<file path="src/verilog/dscw_regs.vh">
// constants for the drive state control word interpreter
// assumes inclusion by bare name from the design files
`ifndef DSCW_REGS_VH
`define DSCW_REGS_VH
// control word bit positions
`define DSCW_CW_SWITCH_ON     0
`define DSCW_CW_ENABLE_VOLT   1
`define DSCW_CW_QUICK_STOP_N  2
`define DSCW_CW_ENABLE_OP     3
`define DSCW_CW_FAULT_RESET   7
`define DSCW_CW_HALT          8
`define DSCW_CW_ASSIGN_LO     11
// status word bit positions
`define DSCW_SW_READY         0
`define DSCW_SW_SWITCHED_ON   1
`define DSCW_SW_OP_ENABLED    2
`define DSCW_SW_FAULT         3
`define DSCW_SW_VOLT_PRESENT  4
`define DSCW_SW_QUICK_STOP_N  5
`define DSCW_SW_ON_DISABLED   6
`define DSCW_SW_WARNING       7
`define DSCW_SW_REMOTE        9
`define DSCW_SW_REF_REACHED   10
`define DSCW_SW_REF_LIMIT     11
`define DSCW_SW_STOP_KEY      14
`define DSCW_SW_DIRECTION     15
`define DSCW_STATUS_RESET     16'h0000
// selector codes C311..C315: 0 means unassigned, 1..5 pick bit 11..15
`define DSCW_SEL_NONE         3'h0
`define DSCW_SEL_BIT11        3'h1
// supply wait timeout, ms, and cycles at 125 MHz
`define DSCW_CLK_MHZ          125
`define DSCW_SUPPLY_WAIT_MS   1000
`define DSCW_SUPPLY_WAIT_CYC  (`DSCW_SUPPLY_WAIT_MS * `DSCW_CLK_MHZ * 1000)
`endif

</file>
<file path="src/verilog/dscw_bit_select.v">
// picks the control word bit assigned to one drive function
// assumes a selector code from configuration: 0 none, 1..5 bits 11..15
`include "dscw_regs.vh"
module dscw_bit_select (
	input wire [15:0] ctrl_word,
	input wire [2:0]  sel,
	output reg        hit
);
	always @* begin
		case (sel)
			3'h1: hit = ctrl_word[11];
			3'h2: hit = ctrl_word[12];
			3'h3: hit = ctrl_word[13];
			3'h4: hit = ctrl_word[14];
			3'h5: hit = ctrl_word[15];
			default: hit = 1'b0;
		endcase
	end
endmodule

</file>
<file path="src/verilog/dscw_core.v">
// drive operating state machine: control word in, status word out
// assumes one control word per clock from the fieldbus side, inputs synchronous
`include "dscw_regs.vh"
module dscw_core #(
	parameter SUPPLY_WAIT_CYC = `DSCW_SUPPLY_WAIT_CYC,
	parameter WAIT_W          = 27
) (
	input wire        clk,
	input wire        rst_n,
	input wire [15:0] ctrl_word,
	input wire        init_done,
	input wire        supply_present,
	input wire        contactor_mode,
	input wire [2:0]  sel_fast_stop,
	input wire [2:0]  sel_freewheel,
	input wire [2:0]  sel_reverse,
	input wire        term_fast_stop,
	input wire        term_freewheel,
	input wire        fault_detect,
	input wire        fault_reaction_done,
	input wire        warning_active,
	input wire        fieldbus_source,
	input wire        ref_reached,
	input wire        ref_limit,
	input wire        stop_key,
	input wire        quick_stop_done,
	output reg [15:0] drive_state_report_word,
	output reg [3:0]  op_state,
	output reg        power_enable,
	output reg        motion_stop,
	output reg        reverse_dir,
	output reg        contactor_close,
	output reg        contactor_fault,
	output reg        supply_absent_display
);
	localparam ST_NOT_READY  = 4'h1;
	localparam ST_ON_DIS     = 4'h2;
	localparam ST_READY      = 4'h3;
	localparam ST_SWITCHED   = 4'h4;
	localparam ST_ENABLED    = 4'h5;
	localparam ST_QSTOP      = 4'h6;
	localparam ST_FREACT     = 4'h7;
	localparam ST_FAULT      = 4'h8;

	reg [3:0]        state_r;
	reg [3:0]        state_nxt;
	reg              reset_prev_r;
	reg              from_qstop_r;
	reg              from_qstop_nxt;
	reg              cfault_r;
	reg              cfault_nxt;
	reg [WAIT_W-1:0] wait_r;
	reg [WAIT_W-1:0] wait_nxt;
	reg [15:0]       status_nxt;
	wire             fast_bit;
	wire             free_bit;
	wire             rev_bit;

	// compose the status word for a state, used only for the status word register
	function [15:0] status_of;
		input [3:0] st;
		input       qs_flag;
		input       supply;
		reg   [15:0] w;
		begin
			w = `DSCW_STATUS_RESET;
			case (st)
				ST_ON_DIS:   w[`DSCW_SW_ON_DISABLED] = 1'b1;
				ST_READY:    w = 16'h0021;
				ST_SWITCHED: w = 16'h0023;
				ST_ENABLED:  w = 16'h0027;
				ST_QSTOP:    w = 16'h0007;
				ST_FREACT:   w = 16'h000F;
				ST_FAULT:    w = qs_flag ? 16'h0028 : 16'h0008;
				default:     w = 16'h0000;
			endcase
			w[`DSCW_SW_VOLT_PRESENT] = supply & (st != ST_NOT_READY);
			status_of = w;
		end
	endfunction

	// a disabled function selector never matches, so unassigned bits do nothing
	dscw_bit_select u_fast (
		.ctrl_word (ctrl_word),
		.sel       (sel_fast_stop),
		.hit       (fast_bit)
	);
	dscw_bit_select u_free (
		.ctrl_word (ctrl_word),
		.sel       (sel_freewheel),
		.hit       (free_bit)
	);
	dscw_bit_select u_rev (
		.ctrl_word (ctrl_word),
		.sel       (sel_reverse),
		.hit       (rev_bit)
	);

	wire cw_on    = ctrl_word[`DSCW_CW_SWITCH_ON];
	wire cw_volt  = ctrl_word[`DSCW_CW_ENABLE_VOLT];
	wire cw_qs_n  = ctrl_word[`DSCW_CW_QUICK_STOP_N];
	wire cw_enop  = ctrl_word[`DSCW_CW_ENABLE_OP];
	wire cw_halt  = ctrl_word[`DSCW_CW_HALT];
	wire fr_rise  = ctrl_word[`DSCW_CW_FAULT_RESET] & ~reset_prev_r;
	wire fast_req = term_fast_stop | fast_bit;
	wire free_req = term_freewheel | free_bit;
	wire shutdown = cw_volt & cw_qs_n & ~cw_on;
	wire sw_on    = cw_volt & cw_qs_n & cw_on;
	wire powered  = (state_r == ST_ENABLED) | (state_r == ST_QSTOP);

	always @* begin
		state_nxt      = state_r;
		from_qstop_nxt = from_qstop_r;
		cfault_nxt     = cfault_r;
		wait_nxt       = {WAIT_W{1'b0}};
		if (fault_detect && state_r != ST_FREACT && state_r != ST_FAULT &&
			state_r != ST_NOT_READY) begin
			state_nxt      = ST_FREACT;
			from_qstop_nxt = (state_r == ST_QSTOP);
		end else begin
			case (state_r)
				ST_NOT_READY: begin
					if (init_done)
						state_nxt = ST_ON_DIS;
				end
				ST_ON_DIS: begin
					if (shutdown && !free_req)
						state_nxt = ST_READY;
				end
				ST_READY: begin
					if (!cw_volt || free_req)
						state_nxt = ST_ON_DIS;
					else if (sw_on)
						state_nxt = (cw_enop && supply_present) ? ST_ENABLED : ST_SWITCHED;
				end
				ST_SWITCHED: begin
					wait_nxt = wait_r;
					if (!cw_volt || free_req)
						state_nxt = ST_ON_DIS;
					else if (!cw_on || !cw_qs_n)
						state_nxt = ST_READY;
					else if (!supply_present) begin
						if (wait_r >= SUPPLY_WAIT_CYC[WAIT_W-1:0] - 1'b1) begin
							cfault_nxt     = 1'b1;
							state_nxt      = ST_FREACT;
							from_qstop_nxt = 1'b0;
						end else
							wait_nxt = wait_r + 1'b1;
					end else if (cw_enop && !fast_req)
						state_nxt = ST_ENABLED;
				end
				ST_ENABLED: begin
					if (!cw_volt || free_req)
						state_nxt = ST_ON_DIS;
					else if (fast_req)
						state_nxt = ST_SWITCHED;
					else if (!cw_qs_n)
						state_nxt = ST_QSTOP;
					else if (!cw_on)
						state_nxt = ST_READY;
					else if (!cw_enop)
						state_nxt = ST_SWITCHED;
				end
				ST_QSTOP: begin
					if (!cw_volt || free_req || quick_stop_done)
						state_nxt = ST_ON_DIS;
				end
				ST_FREACT: begin
					if (fault_reaction_done)
						state_nxt = ST_FAULT;
				end
				ST_FAULT: begin
					if (fr_rise && !fault_detect) begin
						state_nxt  = ST_ON_DIS;
						cfault_nxt = 1'b0;
					end
				end
				default: state_nxt = ST_NOT_READY;
			endcase
		end
		status_nxt = status_of(state_nxt, from_qstop_nxt, supply_present);
		status_nxt[`DSCW_SW_WARNING]     = warning_active;
		status_nxt[`DSCW_SW_REMOTE]      = fieldbus_source;
		status_nxt[`DSCW_SW_REF_REACHED] = ref_reached;
		status_nxt[`DSCW_SW_REF_LIMIT]   = ref_limit;
		status_nxt[`DSCW_SW_STOP_KEY]    = stop_key;
		// direction bit follows the same edge as reverse_dir, no extra lag
		status_nxt[`DSCW_SW_DIRECTION]   = rev_bit;
	end

	always @(posedge clk) begin
		if (!rst_n) begin
			state_r                 <= ST_NOT_READY;
			reset_prev_r            <= 1'b0;
			from_qstop_r            <= 1'b0;
			cfault_r                <= 1'b0;
			wait_r                  <= {WAIT_W{1'b0}};
			drive_state_report_word <= `DSCW_STATUS_RESET;
			op_state                <= ST_NOT_READY;
			power_enable            <= 1'b0;
			motion_stop             <= 1'b0;
			reverse_dir             <= 1'b0;
			contactor_close         <= 1'b0;
			contactor_fault         <= 1'b0;
			supply_absent_display   <= 1'b0;
		end else begin
			state_r                 <= state_nxt;
			reset_prev_r            <= ctrl_word[`DSCW_CW_FAULT_RESET];
			from_qstop_r            <= from_qstop_nxt;
			cfault_r                <= cfault_nxt;
			wait_r                  <= wait_nxt;
			drive_state_report_word <= status_nxt;
			op_state                <= state_nxt;
			// halt keeps state 5 but removes power and commands the stop
			power_enable            <= (state_nxt == ST_ENABLED || state_nxt == ST_QSTOP) &&
			                           !cw_halt;
			motion_stop             <= (state_nxt == ST_ENABLED) && cw_halt;
			reverse_dir             <= rev_bit;
			// contactor stays closed from switch on until leaving states 4, 5 and 6
			contactor_close         <= contactor_mode &&
			                           (state_nxt == ST_SWITCHED || state_nxt == ST_ENABLED ||
			                            state_nxt == ST_QSTOP);
			contactor_fault         <= cfault_nxt;
			supply_absent_display   <= (state_nxt == ST_READY) && !supply_present;
		end
	end
endmodule

</file>
<file path="config.mk">
export PLATFORM = sky130hd
export DESIGN_NAME = dscw_core
export DESIGN_NICKNAME = d
export VERILOG_FILES = /design/src/verilog/dscw_bit_select.v /design/src/verilog/dscw_core.v
export VERILOG_INCLUDE_DIRS = /design/src /design/src/verilog
export SDC_FILE = /design/constraint.sdc
export NUM_CORES = 1
export LEC_CHECK = 0
export ABC_CLOCK_PERIOD_IN_PS = 2800
export BUFFER_PORTS_ARGS = -buffer_cell sky130_fd_sc_hd__buf_2
export CAP_MARGIN = 40
export CORE_ASPECT_RATIO = 0.6
export CORE_MARGIN = 1
export CORE_UTILIZATION = 55
export CTS_BUF_LIST = sky130_fd_sc_hd__clkbuf_2
export CTS_CLUSTER_SIZE = 14
export DETAILED_ROUTE_END_ITERATION = 10
export PLACE_DENSITY = 0.94
export REMOVE_ABC_BUFFERS = 1
export SETUP_SLACK_MARGIN = 0.4
export SYNTH_ARGS = -nofsm -noshare
export SYNTH_HDL_FRONTEND = slang
export SYNTH_HIERARCHICAL = 1
export SYNTH_SLANG_ARGS = --single-unit
</file>
<file path="constraint.sdc">
create_clock -name clk -period 2.8 [get_ports clk]
set_clock_uncertainty 0.2 [all_clocks]
set_input_delay 0.56 -clock clk [delete_from_list [all_inputs] [get_ports clk]]
set_output_delay 0.56 -clock clk [all_outputs]
set_load 0.01 [all_outputs]
</file>
==> results of run 1 <==
per-stage QoR:
step | util | cells | instance area, um^2 | setup WS [ps] | hold slack, ps
after floorplan | - | 306 | 2620 | 193 | 293
after global placement | 0.670 | 443 | 3110 | -83.8 | 310
after detailed placement | 0.670 | 443 | 3110 | -165 | 324
after CTS | 0.697 | 455 | 3230 | 362 | 58.3
after global routing | 0.722 | 458 | 3350 | 260 | 26.9
final | 0.722 | 458 | 3350 | 339 | 59.6
path summary, 6_finish.rpt:
| check | startpoint | end | slack (ps) | cells past startpoint |
|---|---|---|---|---|
| worst min register to register | wait_r[12]$_SDFFE_PP0P_ | wait_r[12]$_SDFFE_PP0P_ | 370 | 2 |
| worst max register to register | wait_r[0]$_SDFFE_PP0P_ | drive_state_report_word[5]$_SDFF_PN0_ | 350 | 8 |
| worst max-delay path | ctrl_word[11] | supply_absent_display$_SDFF_PN0_ | 340 | 11 |
| worst min-delay path | ctrl_word[8] | power_enable$_SDFF_PN0_ | 60 | 2 |
report_power, final:
group / internal (mW) / leakage (nW) / switching [mW]
clock network: 0.0689 / 0.0300 / 0.271
logic: 0.273 / 0.914 / 0.301
registers: 0.777 / 0.421 / 0.0426
timing repair:
item / CTS / global route
hold buffers: 0 / 0
setup buffers: 4 / 2
pin swaps: 5 / 14
cloned: 0 / 1
resized for setup: 19 / 23
endpoints found under the setup margin: 22 / 32
cell usage after synthesis, types with 2 or more instances:
cell type / number / area [um^2]
dfxtp_1: 51 / 1020
nand3_1: 16 / 80.1
o21ai_1: 3 / 15.0
nor4b_1: 2 / 17.5
buf_4: 5 / 37.5
nand2b_1: 9 / 56.3
nand2_1: 24 / 90.1
nor3_1: 5 / 25.0
nor3b_1: 2 / 15.0
nor2b_1: 9 / 56.3
a32oi_1: 2 / 17.5
and3_1: 7 / 43.8
o211a_1: 5 / 50.1
buf_2: 4 / 20.0
and2_1: 14 / 87.6
nor2_1: 43 / 161
a22oi_1: 2 / 15.0
clkbuf_1: 8 / 30.0
nand4_1: 12 / 75.1
mux2i_1: 5 / 50.1
o21ai_0: 9 / 45.0
xnor2_1: 5 / 43.8
inv_1: 9 / 33.8
a31oi_1: 4 / 25.0
a21boi_1: 2 / 15.0
xor2_1: 22 / 193
a21oi_1: 9 / 45.0
a211oi_1: 2 / 15.0
cell families (layout without fill, tap and decap cells):
family,count (synthesis),count (layout),share of synthesized area
other cells,1,3,0.00139
flops,51,51,0.379
mux,5,5,0.0186
buf+inv,27,99,0.0464
simple gates,152,152,0.300
xor+xnor,27,27,0.0877
compound gates,57,57,0.162
fa+ha+maj,1,1,0.00464
worst max-delay path: stages:
cell	delay (ps)
buf_2	120
a21oi_2	120
nor2_1	50
o211a_1	240
nor2_1	120
a22oi_1	70
or3_1	310
a211oi_1	470
nor3_4	130
nand2b_1	230
nor3b_2	220
area by class of cell:
type | count | area share
multi-input cells | 245 | 0.495
flip-flops and latches | 51 | 0.313
repair buffers | 81 | 0.142
well taps | 63 | 0.0235
inverters | 10 | 0.0112
clock buffers | 5 | 0.00747
clock inverters | 3 | 0.00747
per-layer routing:
metal  wire, um  vias to the layer above  global-route usage
met4        122                        0              0.0871
met5          0                        -                   0
li1           -                     1266                   -
met3        577                       14              0.0628
met1       3360                     1249               0.404
met2       3380                      142               0.420
cell usage in the layout (no fill, tap or decap), drive strengths merged, types with 2 or more instances in the layout:
master   n
a31oi    4
and2    14
a211oi   3
nand4   12
a22oi    2
nor2b    9
nand2b   9
xnor2    5
buf     81
o311ai   2
and3     7
nor3     5
nor3b    2
dfxtp   51
clkbuf   5
or3b     2
mux2i    5
conb     3
nor4b    2
inv     12
o21ai   12
a32oi    2
a21boi   2
nand2   24
a21oi   10
nor2    43
xor2    22
nand3   16
o211a    5
==> results.yml, run 1 <==
synthesis:
  synthCells: 321
  synth_seq_area_share: 0.379
  synth_flop_cell: "dfxtp_1"
  ys_types: 59
  synth_edf_count: 0
  synth_seq_cells: 51
  synth_area_um2: 2700
  synth_area_per_cell_um2: 8.40
  synth_warnings: 6
  async_flop_share: 0
timing:
  slew_violations: 0
  relSlewSlack: 0.670
  min_period_over_period: 0.879
  tns_ps: 0
  setup_viol: 0
  min_period_ps: 2460
  rsz0062_at_grt: "true"
  fmaxAchievable_ghz: 0.406
  tightestPinTransition_ps: 493
  hold_violations: 0
floorplanning:
  core_area_um2: 4640
  io_pins: 66
  start_util: 0.581
  dieArea_um2: 5190
  rows: 19
  fp.dieW_um: 92.4
  chipHeight_um: 56.2
clock_network:
  cts_tree: "done"
  insertion_delay_ps: 460
  clock_sinks: 51
  clk_pin_slew_worst_paths_ps: 280
  numCtsBuffers: 5
  htree_levels: 2
  clockRootBuffer: "clkbuf_2"
  ctsLongestPathBuffers: 2
power:
  ir_drop_uv: 580
  power.density_nw_per_um2: 518
  leakage_nw: 1.37
  total_power_mw: 1.73
finish:
  multi_input_area_um2: 1660
  nFillCells: 321
  final_nets: 435
  largest_register_ffs: 27
  regMostFlops: "wait_r"
  syn_to_final_growth_pct: 24.2
  drive_gt1_frac: 0.332
  ff_latch_area_um2: 1050
  antenna_cells: 0
  largestRegisters: "wait_r (27), drive_state_report_word (13), state_r (4)"
worst_setup_path:
  crit_path_end_kind: "flip-flop"
  critPathMaxFanout: 7
  crit_type: "in2reg"
  arrival_ps: 2660
  crit_required_ps: 3000
  worstSetupStartpointType: "input pin"
placement:
  routabilityCongestion: 0.961
  io_buffers: 57
  hpwl_um: 4960
grt:
  grt.total_usage: 0.282
  grt_pass1_vias: 2419
  grt_pass1_wl_um: 11500
  grt_start_max_net_pins: 28
  grt_overflow: 0
  antenna_found_initial: 0
job:
  cap_violations: 0
outcome:
  status: "complete, no violations"
route:
  viasPerCell: 5.83
  finalWirelength_um: 7450
  wl_per_cell_um: 16.3
  ant_nets: 0
  vias: 2671
  drtPass1Iterations: 5
  drc: 0
  drt_iter0_markers: 288
worst_hold_path:
  hold_path.class: "in2reg"
Note: power is estimated with default switching activity, not from simulation.
==> run 2: changes to the inputs <==
Settings changed: SYNTH_HIERARCHICAL 1 to default.
==> run 2 against run 1 <==
Synthesized area shrank 1.6%. Wire length shrank 2.0%. Final cell count grew 0.87%. Critical path type is now reg2reg. Largest cell class unchanged.
==> results.yml, run 2 <==
synthesis:
  synth.top_cells.by_area: "dfxtp_1 (39%), xnor2_1 (5.0%), nor2_1 (4.4%), nand2_1 (3.5%), nand3_1 (3.4%)"
  yosysMostFrequentCell: "dfxtp_1"
  ys_top_cells_by_count: "dfxtp_1 (51), nor2_1 (31), nand2_1 (25)"
  synth_area_leader_cell: "dfxtp_1"
  synth_area_per_cell_um2: 8.18
  ys_types: 57
  synth_area_um2: 2650
  synth_warnings: 0
  synth_seq_area_share: 0.385
  synth_seq_cells: 51
  synth_top_area_frac: 0.385
  synth_edf_count: 0
  synth_flop_cell: "dfxtp_1"
  synthCells: 324
  async_flop_share: 0
finish:
  syn_to_final_growth_pct: 25.2
  antenna_cells: 0
  largestRegisters: "wait_r (27), drive_state_report_word (13), state_r (4)"
  final_common_cell: "buf_2"
  instances_no_fill: 462
  drive_gt1_frac: 0.331
  largest_register_ffs: 27
  most-common-layout-cells: "buf_2 (59), dfxtp_1 (37), nor2_1 (30)"
  regMostFlops: "wait_r"
  final_nets: 439
  final_area_um2: 3320
power:
  power.density_nw_per_um2: 461
  leakage_nw: 1.22
  p_int_mw: 1.02
  p_comb_frac: 0.274
  seq_power_share: 0.538
  power_switching_uw: 509
  p_clk_frac: 0.188
  ir_drop_uv: 410
  total_power_mw: 1.53
  swShare: 0.333
route:
  drt_iter0_markers: 299
  drtPass1Iterations: 5
  viasPerCell: 6.02
  wl_per_cell_um: 15.8
  vias: 2783
  finalWirelength_um: 7300
  drc: 0
  ant_nets: 0
timing:
  slew_violations: 0
  tightestPinTransition_ps: 727
  relSlewSlack: 0.510
  fmaxAchievable_ghz: 0.380
  min_period_ps: 2630
  tns_ps: 0
  setup_viol: 0
  rsz0062_at_grt: "true"
  setup_ws_ps: 167
  min_period_over_period: 0.940
  hold_violations: 0
worst_setup_path:
  cp_num_buf_inv: 0
  max_stage_delay_ps: 530
  critical_path.cell_chain: "or4b_4 > nor4_4 > nand3_2 > a211oi_4 > nor3_2 > or3_1 > a211oi_2"
  cp-endpoint: "power_enable$_SDFF_PN0_"
  crit_required_ps: 2950
  crit_slowest_cell: "or4b_4"
  rr_worst_depth: 7
  cp-startpoint: "wait_r[15]$_SDFFE_PP0P_"
  worstSetupStartpointType: "flip-flop"
  crit_path_end_kind: "flip-flop"
  crit_type: "reg2reg"
  critPathMaxFanout: 8
  worst_r2r_endpoint: "power_enable$_SDFF_PN0_"
  r2r_start: "wait_r[15]$_SDFFE_PP0P_"
  reg2reg_slack_ps: 170
  cp.depth: 7
  cpLargestDelayFamily: "simple AND/OR/NAND/NOR gates"
  arrival_ps: 2790
floorplanning:
  fp.dieW_um: 91.6
  dieArea_um2: 5110
  rows: 19
  start_util: 0.575
  core_area_um2: 4610
  io_pins: 66
  chipHeight_um: 55.8
job:
  cap_violations: 0
placement:
  io_buffers: 57
  place_ws_ps: -44.2
  routabilityCongestion: 0.897
  dpl-instance-area_um2: 3050
  hpwl_um: 5120
  dp.cells: 444
grt:
  grt_pass1_vias: 2601
  grt_start_max_net_pins: 18
  grt.total_usage: 0.288
  grt_overflow: 0
  grt_pass1_wl_um: 11700
  antenna_found_initial: 0
outcome:
  status: "complete, no violations"
worst_hold_path:
  hold_path.class: "in2reg"
  min_from: "ctrl_word[8]"
clock_network:
  cts_tree: "done"
  htree_levels: 2
  ctsLongestPathBuffers: 2
  clk_pin_slew_worst_paths_ps: 260
  clock_sinks: 51
  clockRootBuffer: "clkbuf_2"
  numCtsBuffers: 5
  insertion_delay_ps: 420
[run 2: cell count changes in the layout (fill, tap and decap cells not counted), moves of 6 or more]
cell     before  now
nor4_1        0    6
a21oi_1       5   16
nor2_1       43   30
nor3_1        2   11
xor2_1       22    2
and2_1       14    8
xnor2_1       4   14
or3_1         1    7
buf_4        21   14
[run 2: metrics by stage]
| stage | utilization | hold WS [ps] |
|---|---|---|
| 3_5_place_dp | 0.661 | 243 |
| 6_report | 0.720 | 85.2 |
| 2_1_floorplan | - | 226 |
| 3_3_place_gp | 0.661 | 235 |
| 4_1_cts | 0.690 | 54.4 |
| 5_1_grt | 0.720 | 16.7 |
[run 2: worst reg2reg max path: stages (launching register included)]
cell and delay [ps]:
dfxtp_2 410, or4b_4 530, nor4_4 170, nand3_2 160, a211oi_4 330, nor3_2 150, or3_1 410, a211oi_2 210
[run 2: how the worst min path moves through the flow]
stage	end	slack (ps)	depth (start not counted)
final	power_enable$_SDFF_PN0_	90	2
after CTS	power_enable$_SDFF_PN0_	50	2
after floorplan	wait_r[26]$_SDFFE_PP0P_	230	2
after global routing	power_enable$_SDFF_PN0_	20	2
after global placement	wait_r[26]$_SDFFE_PP0P_	230	2
after detailed placement	wait_r[26]$_SDFFE_PP0P_	240	2
[run 2: power groups by stage]
stage,combinational [mW],clock (mW),sequential (mW)
global route,0.456,0.328,0.831
global placement,0.369,0,0.831
finish,0.420,0.288,0.823
detailed placement,0.383,0,0.832
floorplan,0.197,0,0.854
CTS,0.392,0.295,0.819
[run 2: timing repair]
action / 4_1_cts / 5_1_grt
setup buffers: 7 / 1
gates cloned: 0 / 2
endpoints found under the setup margin: 17 / 40
resized for setup: 12 / 35
pin swaps: 10 / 10
hold buffers: 0 / 0
[run 2: logic make-up after synthesis]
| group | after synthesis | synth area share |
|---|---|---|
| xor+xnor | 17 | 0.0562 |
| other cells | 1 | 0.00141 |
| mux | 7 | 0.0274 |
| fa+ha+maj | 1 | 0.00472 |
| simple gates | 153 | 0.313 |
| flops | 51 | 0.385 |
| buf+inv | 28 | 0.0458 |
| compound gates | 66 | 0.167 |
[run 2: cell type report]
cell class,count,area [um^2]
sequential,51,1040
timing repair buffer,80,479
multi-input combinational,247,1630
tap,63,78.8
clock buffer,6,30.0
fill,353,1290
clock inverter,2,12.5
inverter,13,48.8
[run 2: routing by layer]
| layer | up-vias | routed length (um) | global-route usage |
|---|---|---|---|
| met1 | 1293 | 3220 | 0.377 |
| met4 | 0 | 185 | 0.0884 |
| met3 | 25 | 624 | 0.0765 |
| met5 | - | 0 | 0 |
| met2 | 147 | 3260 | 0.466 |
| li1 | 1318 | - | - |
